$ cat src/rtl/rfl_pkg.sv
// constants and register layout for the cable reflectometry capture block
package rfl_pkg;
  // register addresses
  localparam logic [4:0]  ADDR_CONTROL   = 5'h16;
  localparam logic [4:0]  ADDR_WINDOW    = 5'h17;
  localparam logic [4:0]  ADDR_PEAK      = 5'h18;
  localparam logic [4:0]  ADDR_THRESHOLD = 5'h19;
  // control register field positions
  localparam int CTL_FAST_BIT   = 14;
  localparam int CTL_TXCH_BIT   = 13;
  localparam int CTL_RXCH_BIT   = 12;
  localparam int CTL_LAUNCH_BIT = 11;
  localparam int CTL_WIDTH_HI   = 10;
  localparam int CTL_WIDTH_LO   = 8;
  localparam int CTL_MIN_BIT    = 7;
  localparam int CTL_THR_HI     = 5;
  // window and result field positions
  localparam int WIN_START_LO   = 8;
  localparam int PEAK_VAL_LO    = 8;
  localparam int THR_MET_BIT    = 8;
  // reset values
  localparam logic [5:0]  THRESHOLD_RST  = 6'h20;
  localparam logic [7:0]  WIN_START_RST  = 8'h00;
  localparam logic [7:0]  WIN_STOP_RST   = 8'hFF;
  localparam logic [2:0]  WIDTH_RST      = 3'h0;
  // timing
  localparam int CLK_PERIOD_NS  = 25;
  localparam int STEP_NS        = 8;
  localparam int LINK_STEP_NS   = 50;
  localparam int LINK_STEP_CYC  = (LINK_STEP_NS + CLK_PERIOD_NS - 1) / CLK_PERIOD_NS;
  // capture sequencer states
  typedef enum logic [2:0] {
    ST_IDLE    = 3'b001,
    ST_CAPTURE = 3'b010,
    ST_DONE    = 3'b100
  } rfl_state_t;
endpackage : rfl_pkg

$ cat src/rtl/rfl_track.sv
// peak and threshold tracker for one reflectometry capture
`timescale 1ns/1ps
module rfl_track
  import rfl_pkg::*;
(
  input  wire logic       sys_clk,
  input  wire logic       rst_n,
  input  wire logic       clear,
  input  wire logic       sample_en,
  input  wire logic [5:0] sample,
  input  wire logic [7:0] sample_time,
  input  wire logic       min_mode,
  input  wire logic [5:0] threshold,
  output logic      [5:0] peak_value_q,
  output logic      [7:0] peak_time_q,
  output logic            threshold_met_q,
  output logic      [7:0] threshold_time_q
);
  logic seen_q;   // at least one sample taken this capture
  logic better;   // sample beats the current extreme
  logic crossed;  // sample passes the threshold

  // strict compares keep the first occurrence of an equal peak
  assign better  = min_mode ? (sample < peak_value_q) : (sample > peak_value_q);
  assign crossed = min_mode ? (sample < threshold) : (sample > threshold);

  // peak tracking
  always_ff @(posedge sys_clk or negedge rst_n) begin
    if (!rst_n) begin
      seen_q       <= 1'b0;
      peak_value_q <= 6'h00;
      peak_time_q  <= 8'h00;
    end else if (clear) begin
      seen_q       <= 1'b0;
      peak_value_q <= 6'h00;
      peak_time_q  <= 8'h00;
    end else if (sample_en && (!seen_q || better)) begin
      seen_q       <= 1'b1;
      peak_value_q <= sample;
      peak_time_q  <= sample_time;
    end
  end

  // threshold tracking, first crossing only
  always_ff @(posedge sys_clk or negedge rst_n) begin
    if (!rst_n) begin
      threshold_met_q  <= 1'b0;
      threshold_time_q <= 8'h00;
    end else if (clear) begin
      threshold_met_q  <= 1'b0;
      threshold_time_q <= 8'h00;
    end else if (sample_en && !threshold_met_q && crossed) begin
      threshold_met_q  <= 1'b1;
      threshold_time_q <= sample_time;
    end
  end
endmodule : rfl_track

$ cat src/rtl/rfl_pulse_gen.sv
// test pulse generator for reflectometry
`timescale 1ns/1ps
module rfl_pulse_gen
  import rfl_pkg::*;
(
  input  wire logic       sys_clk,
  input  wire logic       rst_n,
  input  wire logic       launch,
  input  wire logic       fast_sel,
  input  wire logic [2:0] width,
  input  wire logic       step_tick,
  output logic            drive_pos_q,
  output logic            drive_neg_q
);
  logic [4:0] remain_q;   // ticks or cycles left in the pulse
  logic       fast_q;     // pulse in progress uses the fast transmitter
  logic       neg_next_q; // polarity of the next fast pulse
  logic       dec;        // one unit of pulse width elapsed
  logic [4:0] load;       // length of the pulse about to start

  // fast mode counts 8 ns sample ticks, link mode counts clock cycles
  assign dec = fast_q ? step_tick : 1'b1;

  // link pulses are only 50 or 100 ns long
  always_comb begin
    if (fast_sel) begin
      load = {2'b00, width};
    end else if (width == 3'h0) begin
      load = 5'h00;
    end else if (width == 3'h1) begin
      load = 5'(LINK_STEP_CYC);
    end else begin
      load = 5'(2 * LINK_STEP_CYC);
    end
  end

  // pulse timer and drive
  always_ff @(posedge sys_clk or negedge rst_n) begin
    if (!rst_n) begin
      remain_q    <= 5'h00;
      fast_q      <= 1'b0;
      neg_next_q  <= 1'b0;
      drive_pos_q <= 1'b0;
      drive_neg_q <= 1'b0;
    end else if (launch) begin
      remain_q    <= load;
      fast_q      <= fast_sel;
      // zero width drives nothing but capture still runs
      drive_pos_q <= (load != 5'h00) && !(fast_sel && neg_next_q);
      drive_neg_q <= (load != 5'h00) && fast_sel && neg_next_q;
      if (fast_sel && load != 5'h00) begin
        neg_next_q <= ~neg_next_q;
      end
    end else if (remain_q != 5'h00 && dec) begin
      remain_q <= remain_q - 5'h01;
      if (remain_q == 5'h01) begin
        drive_pos_q <= 1'b0;
        drive_neg_q <= 1'b0;
      end
    end
  end
endmodule : rfl_pulse_gen

$ cat src/rtl/rfl_capture.sv
// reflectometry capture top: registers, window timer and sequencing
//
// The address-and-strobe port was left to the implementer.
`timescale 1ns/1ps
module rfl_capture
  import rfl_pkg::*;
(
  input  wire logic        sys_clk,
  input  wire logic        rst_n,
  input  wire logic [4:0]  addr,
  input  wire logic [15:0] wr_data,
  input  wire logic        wr_en,
  input  wire logic        rd_en,
  output logic      [15:0] rd_data_q,
  input  wire logic        sample_valid,
  input  wire logic [5:0]  sample_data,
  output logic             drive_pos_q,
  output logic             drive_neg_q,
  output logic             tx_pair_sel_q,
  output logic             rx_pair_sel_q,
  output logic             busy_q
);
  import rfl_pkg::*;

  // control fields
  logic       fast_sel_q;     // use the fast transmitter
  logic [2:0] pulse_width_q;  // pulse width in steps when fast, else link length code
  logic       min_mode_q;     // 1 searches for the minimum
  logic [5:0] threshold_q;    // receive threshold
  logic       launch_pulse_q; // send bit, self clearing

  // window fields
  logic [7:0] window_start_q; // first monitored step
  logic [7:0] window_stop_q;  // last monitored step

  // sequencing
  rfl_state_t state_q;        // capture sequencer
  rfl_state_t state_d;
  logic [7:0] time_q;         // steps since launch
  logic       launch_go;      // one-cycle start of a capture
  logic       finish;         // last step processed
  logic       in_window;      // current step inside the window
  logic       sample_en;      // feed the tracker this cycle

  // results from the tracker
  logic [5:0] peak_value;
  logic [7:0] peak_time;
  logic       threshold_met;
  logic [7:0] threshold_time;

  // decoded writes
  logic wr_control;
  logic wr_window;

  assign wr_control = wr_en && (addr == ADDR_CONTROL);
  assign wr_window  = wr_en && (addr == ADDR_WINDOW);

  // a new capture starts only from idle, so a launch write never disturbs a busy run
  assign launch_go = wr_control && wr_data[CTL_LAUNCH_BIT] && (state_q == ST_IDLE);

  // window test on the current step
  assign in_window = (time_q >= window_start_q) && (time_q <= window_stop_q);

  // a stop below the start just gives an empty window
  assign finish = sample_valid && (time_q == window_stop_q);

  // only samples inside the window reach the tracker
  assign sample_en = (state_q == ST_CAPTURE) && sample_valid && in_window;

  // control register fields other than the send bit
  always_ff @(posedge sys_clk or negedge rst_n) begin
    if (!rst_n) begin
      fast_sel_q    <= 1'b0;
      tx_pair_sel_q <= 1'b0;
      rx_pair_sel_q <= 1'b0;
      pulse_width_q <= WIDTH_RST;
      min_mode_q    <= 1'b0;
      threshold_q   <= THRESHOLD_RST;
    end else if (wr_control && state_q == ST_IDLE) begin
      // settings are frozen during a capture so results stay coherent
      fast_sel_q    <= wr_data[CTL_FAST_BIT];
      tx_pair_sel_q <= wr_data[CTL_TXCH_BIT];
      rx_pair_sel_q <= wr_data[CTL_RXCH_BIT];
      pulse_width_q <= wr_data[CTL_WIDTH_HI:CTL_WIDTH_LO];
      min_mode_q    <= wr_data[CTL_MIN_BIT];
      threshold_q   <= wr_data[CTL_THR_HI:0];
    end
  end

  // send bit: set by software, cleared by hardware at the end
  always_ff @(posedge sys_clk or negedge rst_n) begin
    if (!rst_n) begin
      launch_pulse_q <= 1'b0;
    end else if (launch_go) begin
      launch_pulse_q <= 1'b1;
    end else if (state_q == ST_DONE) begin
      launch_pulse_q <= 1'b0;
    end
  end

  // window register
  always_ff @(posedge sys_clk or negedge rst_n) begin
    if (!rst_n) begin
      window_start_q <= WIN_START_RST;
      window_stop_q  <= WIN_STOP_RST;
    end else if (wr_window) begin
      window_start_q <= wr_data[15:WIN_START_LO];
      window_stop_q  <= wr_data[WIN_START_LO-1:0];
    end
  end

  // next-state logic
  always_comb begin
    state_d = state_q;
    case (state_q)
      ST_IDLE: begin
        if (launch_go) begin
          state_d = ST_CAPTURE;
        end
      end
      ST_CAPTURE: begin
        if (finish) begin
          state_d = ST_DONE;
        end
      end
      ST_DONE: begin
        state_d = ST_IDLE;
      end
      default: begin
        state_d = ST_IDLE;
      end
    endcase
  end

  // state register
  always_ff @(posedge sys_clk or negedge rst_n) begin
    if (!rst_n) begin
      state_q <= ST_IDLE;
    end else begin
      state_q <= state_d;
    end
  end

  // step timer, one count per 8 ns sample
  always_ff @(posedge sys_clk or negedge rst_n) begin
    if (!rst_n) begin
      time_q <= 8'h00;
    end else if (launch_go) begin
      time_q <= 8'h00;
    end else if (state_q == ST_CAPTURE && sample_valid && !finish) begin
      time_q <= time_q + 8'h01;
    end
  end

  // busy flag mirrors the send bit for the outside world
  always_ff @(posedge sys_clk or negedge rst_n) begin
    if (!rst_n) begin
      busy_q <= 1'b0;
    end else if (launch_go) begin
      busy_q <= 1'b1;
    end else if (state_q == ST_DONE) begin
      busy_q <= 1'b0;
    end
  end

  // read port, data one cycle after the strobe
  always_ff @(posedge sys_clk or negedge rst_n) begin
    if (!rst_n) begin
      rd_data_q <= 16'h0000;
    end else if (rd_en) begin
      case (addr)
        ADDR_CONTROL: begin
          rd_data_q <= {1'b0, fast_sel_q, tx_pair_sel_q, rx_pair_sel_q,
                        launch_pulse_q, pulse_width_q, min_mode_q, 1'b0,
                        threshold_q};
        end
        ADDR_WINDOW: begin
          rd_data_q <= {window_start_q, window_stop_q};
        end
        ADDR_PEAK: begin
          // reserved upper bits read zero
          rd_data_q <= {2'b00, peak_value, peak_time};
        end
        ADDR_THRESHOLD: begin
          rd_data_q <= {7'h00, threshold_met, threshold_time};
        end
        default: begin
          // unmapped addresses read zero
          rd_data_q <= 16'h0000;
        end
      endcase
    end
  end

  // peak and threshold tracker, cleared at every launch
  rfl_track u_track (
    .sys_clk          (sys_clk),
    .rst_n            (rst_n),
    .clear            (launch_go),
    .sample_en        (sample_en),
    .sample           (sample_data),
    .sample_time      (time_q),
    .min_mode         (min_mode_q),
    .threshold        (threshold_q),
    .peak_value_q     (peak_value),
    .peak_time_q      (peak_time),
    .threshold_met_q  (threshold_met),
    .threshold_time_q (threshold_time)
  );

  // test pulse source, started with the capture; the launch write carries the
  // settings for this very pulse, so they are taken from the bus, not from the
  // registers that only load at the same edge
  rfl_pulse_gen u_pulse (
    .sys_clk     (sys_clk),
    .rst_n       (rst_n),
    .launch      (launch_go),
    .fast_sel    (wr_data[CTL_FAST_BIT]),
    .width       (wr_data[CTL_WIDTH_HI:CTL_WIDTH_LO]),
    .step_tick   (sample_valid),
    .drive_pos_q (drive_pos_q),
    .drive_neg_q (drive_neg_q)
  );
endmodule : rfl_capture

$ cat config.mk
export PLATFORM = sky130hd
export DESIGN_NAME = rfl_capture
export DESIGN_NICKNAME = d
export VERILOG_FILES = /design/src/rtl/rfl_pkg.sv /design/src/rtl/rfl_track.sv /design/src/rtl/rfl_pulse_gen.sv /design/src/rtl/rfl_capture.sv
export SDC_FILE = /design/constraint.sdc
export NUM_CORES = 1
export LEC_CHECK = 0
export BUFFER_PORTS_ARGS = -buffer_cell sky130_fd_sc_hd__clkbuf_2
export CAP_MARGIN = 20
export CORE_ASPECT_RATIO = 0.5
export CORE_MARGIN = 2
export CORE_UTILIZATION = 40
export DETAILED_ROUTE_END_ITERATION = 8
export GPL_ROUTABILITY_DRIVEN = 1
export GPL_TIMING_DRIVEN = 0
export PLACE_DENSITY = 0.58
export SYNTH_ARGS = -nofsm -noshare
export SYNTH_HDL_FRONTEND = slang
export SYNTH_SLANG_ARGS = --single-unit
export TNS_END_PERCENT = 100
$ cat constraint.sdc
create_clock -name sys_clk -period 3.1 [get_ports sys_clk]
set_input_delay 0.155 -clock sys_clk [delete_from_list [all_inputs] [get_ports sys_clk]]
set_output_delay 0.155 -clock sys_clk [all_outputs]
set_load 0.02 [all_outputs]
==> results.json <==
{
  "status": "complete, no violations",
  "hold_path_class": "in2reg",
  "rr_endpoint": "u_track.threshold_time_q[3]$_DFFE_PN0P_",
  "netlist_instances": 452,
  "path_max_fanout": 9,
  "synthArstFlopShare": 1.000,
  "setup.worst_path.start": "window_stop_q[5]$_DFFE_PN1P_",
  "start_util": 0.4066,
  "regToRegStartpoint": "window_stop_q[5]$_DFFE_PN1P_",
  "drv_slew": 0,
  "grt_pass1_vias": 3534,
  "area_delta_synth_final_pct": 16.54,
  "ff2ff_path_depth": 8,
  "p_per_area_nw_per_um2": 556.4,
  "max_cap_viol_count": 0,
  "fin_setup_tns_ns": 0,
  "vias": 3592,
  "final_area_um2": 5562,
  "p_int_mw": 2.185,
  "cpLargestDelayFamily": "simple AND/OR/NAND/NOR gates",
  "grt_max_degree": 50,
  "synth_cell_types": 56,
  "power.switching_uw": 909.1,
  "antenna_found_initial": 0,
  "fp.dieH_um": 81.24,
  "fp-row-count": 28,
  "netlist_top_cells_area": "dfrtp_1 (42%), ha_1 (8.4%), mux2_1 (5.7%)",
  "htree_levels": 3,
  "cp.depth": 8,
  "cts_tree": "done",
  "ys_seq_area_frac": 0.4746,
  "track_usage": 0.2048,
  "drtIter0Drc": 261,
  "criticalPathCategory": "reg2reg",
  "dp_hpwl_um": 9250,
  "slowest_stage": "dfstp_2",
  "p_leak_nw": 2.620,
  "drc_errors": 0,
  "power_mw": 3.094,
  "irDropWorstVdd_mv": 0.2648,
  "grt_first_pass_wirelength_um": 19460,
  "reg2reg_setup_slack_ns": 0.63,
  "numClockSinks": 90,
  "clkPwrFrac": 0.348,
  "routed_wl_um": 12230,
  "clk_pin_slew_ns": 0.07,
  "ys_warn_count": 0,
  "max_stage_delay_ns": 0.56,
  "layout_common_cells": "dfrtp_1 (80), inv_1 (57), nand2_1 (52), clkbuf_2 (49), ha_1 (32)",
  "hold_violations": 0,
  "fin_crit_sh": 0.7971,
  "finalSetupViolations": 0,
  "crit_chain": "inv_1, ha_1, nand4_2, or2_4, a221oi_4, and3_1, buf_6, mux2i_1",
  "synth-seq-cells": 90,
  "critPathCaptureType": "register",
  "timing.final.ws_setup_ns": 0.6289,
  "period_minus_slack_ns": 2.471,
  "cp_num_buf_inv": 2,
  "layout.nets": 579,
  "ys.flop_type": "dfrtp_1",
  "final_common_cell": "dfrtp_1",
  "dpl_cell_area_um2": 5259,
  "max_freq_mhz": 404.7,
  "viasPerCell": 5.244,
  "syn_area_um2": 4772,
  "yosys.area.top_type_share": 0.4195,
  "clk_latency_ns": 0.34,
  "io_buffer_count": 50,
  "cts_root_buf": "clkbuf_16",
  "combPwrFrac": 0.185,
  "die_area_um2": 12870,
  "switching_share": 0.2938,
  "syn_area_per_cell_um2": 10.56,
  "relSlewSlack": 0.5554,
  "crit_arrival_ns": 2.73,
  "cts_buffer_depth": 2,
  "drive_above_1_share": 0.1750,
  "globalplace.congestion": 0.8674,
  "seqPwrFrac": 0.467,
  "cts_buffers": 9,
  "wire_per_inst_um": 17.86,
  "diodes": 0,
  "synth_edf_count": 0,
  "globalRouteOverflowTotal": 0,
  "place_ws_ns": 0.6456,
  "cts_setup_buffers": 0,
  "synth.largest_area_cell": "dfrtp_1",
  "start_kind": "register",
  "crit_end": "u_track.threshold_time_q[3]$_DFFE_PN0P_",
  "die_w_um": 158.5,
  "rsz0062_at_grt": "no",
  "cp.required_ns": 3.36,
  "coreArea_um2": 11740,
  "io_pins": 53,
  "ant_nets": 0,
  "drt_pass1_iterations": 7,
  "num-fill-cells": 1111,
  "worst_pin_slew_ns": 0.6669,
  "clock_skew_ns": 0.008513,
  "syn_nets": 516
}
-- worst min-delay path, stage by stage --
cell and delay (ns):
clkbuf_2 0.10, nand2_1 0.05, o21ai_1 0.06
-- registers in the layout, summed over array words and instances (netlist names), 3 cells and up --
register                  flops
u_pulse.remain_q              5
u_track.peak_time_q           8
window_stop_q                 8
state_q                       3
threshold_q                   6
rd_data_q                    16
time_q                        8
pulse_width_q                 3
u_track.threshold_time_q      8
u_track.peak_value_q          6
window_start_q                8
-- power by group through the flow --
stage	sequential (mW)	combinational [mW]	clock, mW
final	1.45	0.572	1.08
after global routing	1.46	0.658	1.13
after CTS	1.45	0.578	1.09
after detailed placement	1.46	0.573	0
after global placement	1.46	0.547	0
after floorplan	1.44	0.394	0
-- worst min-delay path by stage --
| stage | start | end | slack [ns] | cells after the start |
|---|---|---|---|---|
| after global placement | wr_data[5] | threshold_q[5]$_DFFE_PN1P_ | 0.37 | 3 |
| after global routing | wr_data[6] | window_stop_q[6]$_DFFE_PN1P_ | 0.04 | 2 |
| after detailed placement | rst_n | u_pulse.drive_neg_q$_DFFE_PN0P_ | 0.25 | 1 |
| after CTS | wr_data[5] | threshold_q[5]$_DFFE_PN1P_ | 0.02 | 3 |
| after floorplan | rst_n | busy_q$_DFFE_PN0P_ | -0.14 | 0 |
| final | wr_data[5] | threshold_q[5]$_DFFE_PN1P_ | 0.03 | 3 |
-- cell type report --
| class | count | area [um2] | share of cell area |
|---|---|---|---|
| flip-flops and latches | 90 | 2265 | 0.4072 |
| repair buffers | 52 | 290.3 | 0.05219 |
| well taps | 165 | 206.4 | 0.03712 |
| multi-input cells | 287 | 2208 | 0.3971 |
| plain buffers | 18 | 85.08 | 0.01530 |
| inverters | 57 | 214.0 | 0.03847 |
| clock buffers | 13 | 270.3 | 0.04859 |
| clock inverters | 3 | 22.52 | 0.004049 |
-- cells in the mapped netlist (2+ instances only) --
master,instances
nand2_1,52
o21bai_1,2
xor2_1,4
dfrtp_1,80
a221oi_1,8
ha_1,32
dfstp_2,10
o21ai_1,9
buf_6,2
a21oi_1,13
o22ai_1,15
and2_1,3
mux2_1,24
buf_2,2
clkbuf_1,14
a311o_1,2
a22o_1,9
a21o_1,4
nor2b_1,5
nor3_1,5
nor2_1,17
inv_1,57
nand4_2,2
o211ai_1,2
nand4_1,6
nor3b_1,2
mux2i_1,22
xnor2_1,7
a222oi_1,5
o21ai_0,4
nand3_1,6
or3_1,2
a22oi_1,2
-- repair_timing --
item,in CTS,in global routing
hold buffers,1,0
endpoints found under the hold margin,38,0
resized for setup,0,0
-- metrics by stage --
stage,util,hold slack (ns),cells
after global routing,0.4739,0.03527,685
after CTS,0.4739,0.02183,685
after floorplan,-,-0.1406,452
final,0.4739,0.02794,685
after detailed placement,0.4481,0.2452,668
after global placement,0.4455,0.3721,667
-- routing by layer --
layer,GRT usage,vias up,share of wire
met3,0.03469,12,0.047
met1,0.3047,1778,0.53
met5,0,-,0
met2,0.3117,90,0.42
li1,-,1712,-
met4,0.04865,0,0.010
-- kinds of logic after synthesis --
group / synth area share
buffers and inverters: 0.06266
and+or+nand+nor: 0.1240
adders and majority gates: 0.08390
DFF: 0.4746
muxes: 0.1051
AOI/OAI and AO/OA: 0.1295
xor gates and xnor gates: 0.02019
Note: power is estimated with default switching activity, not from simulation.
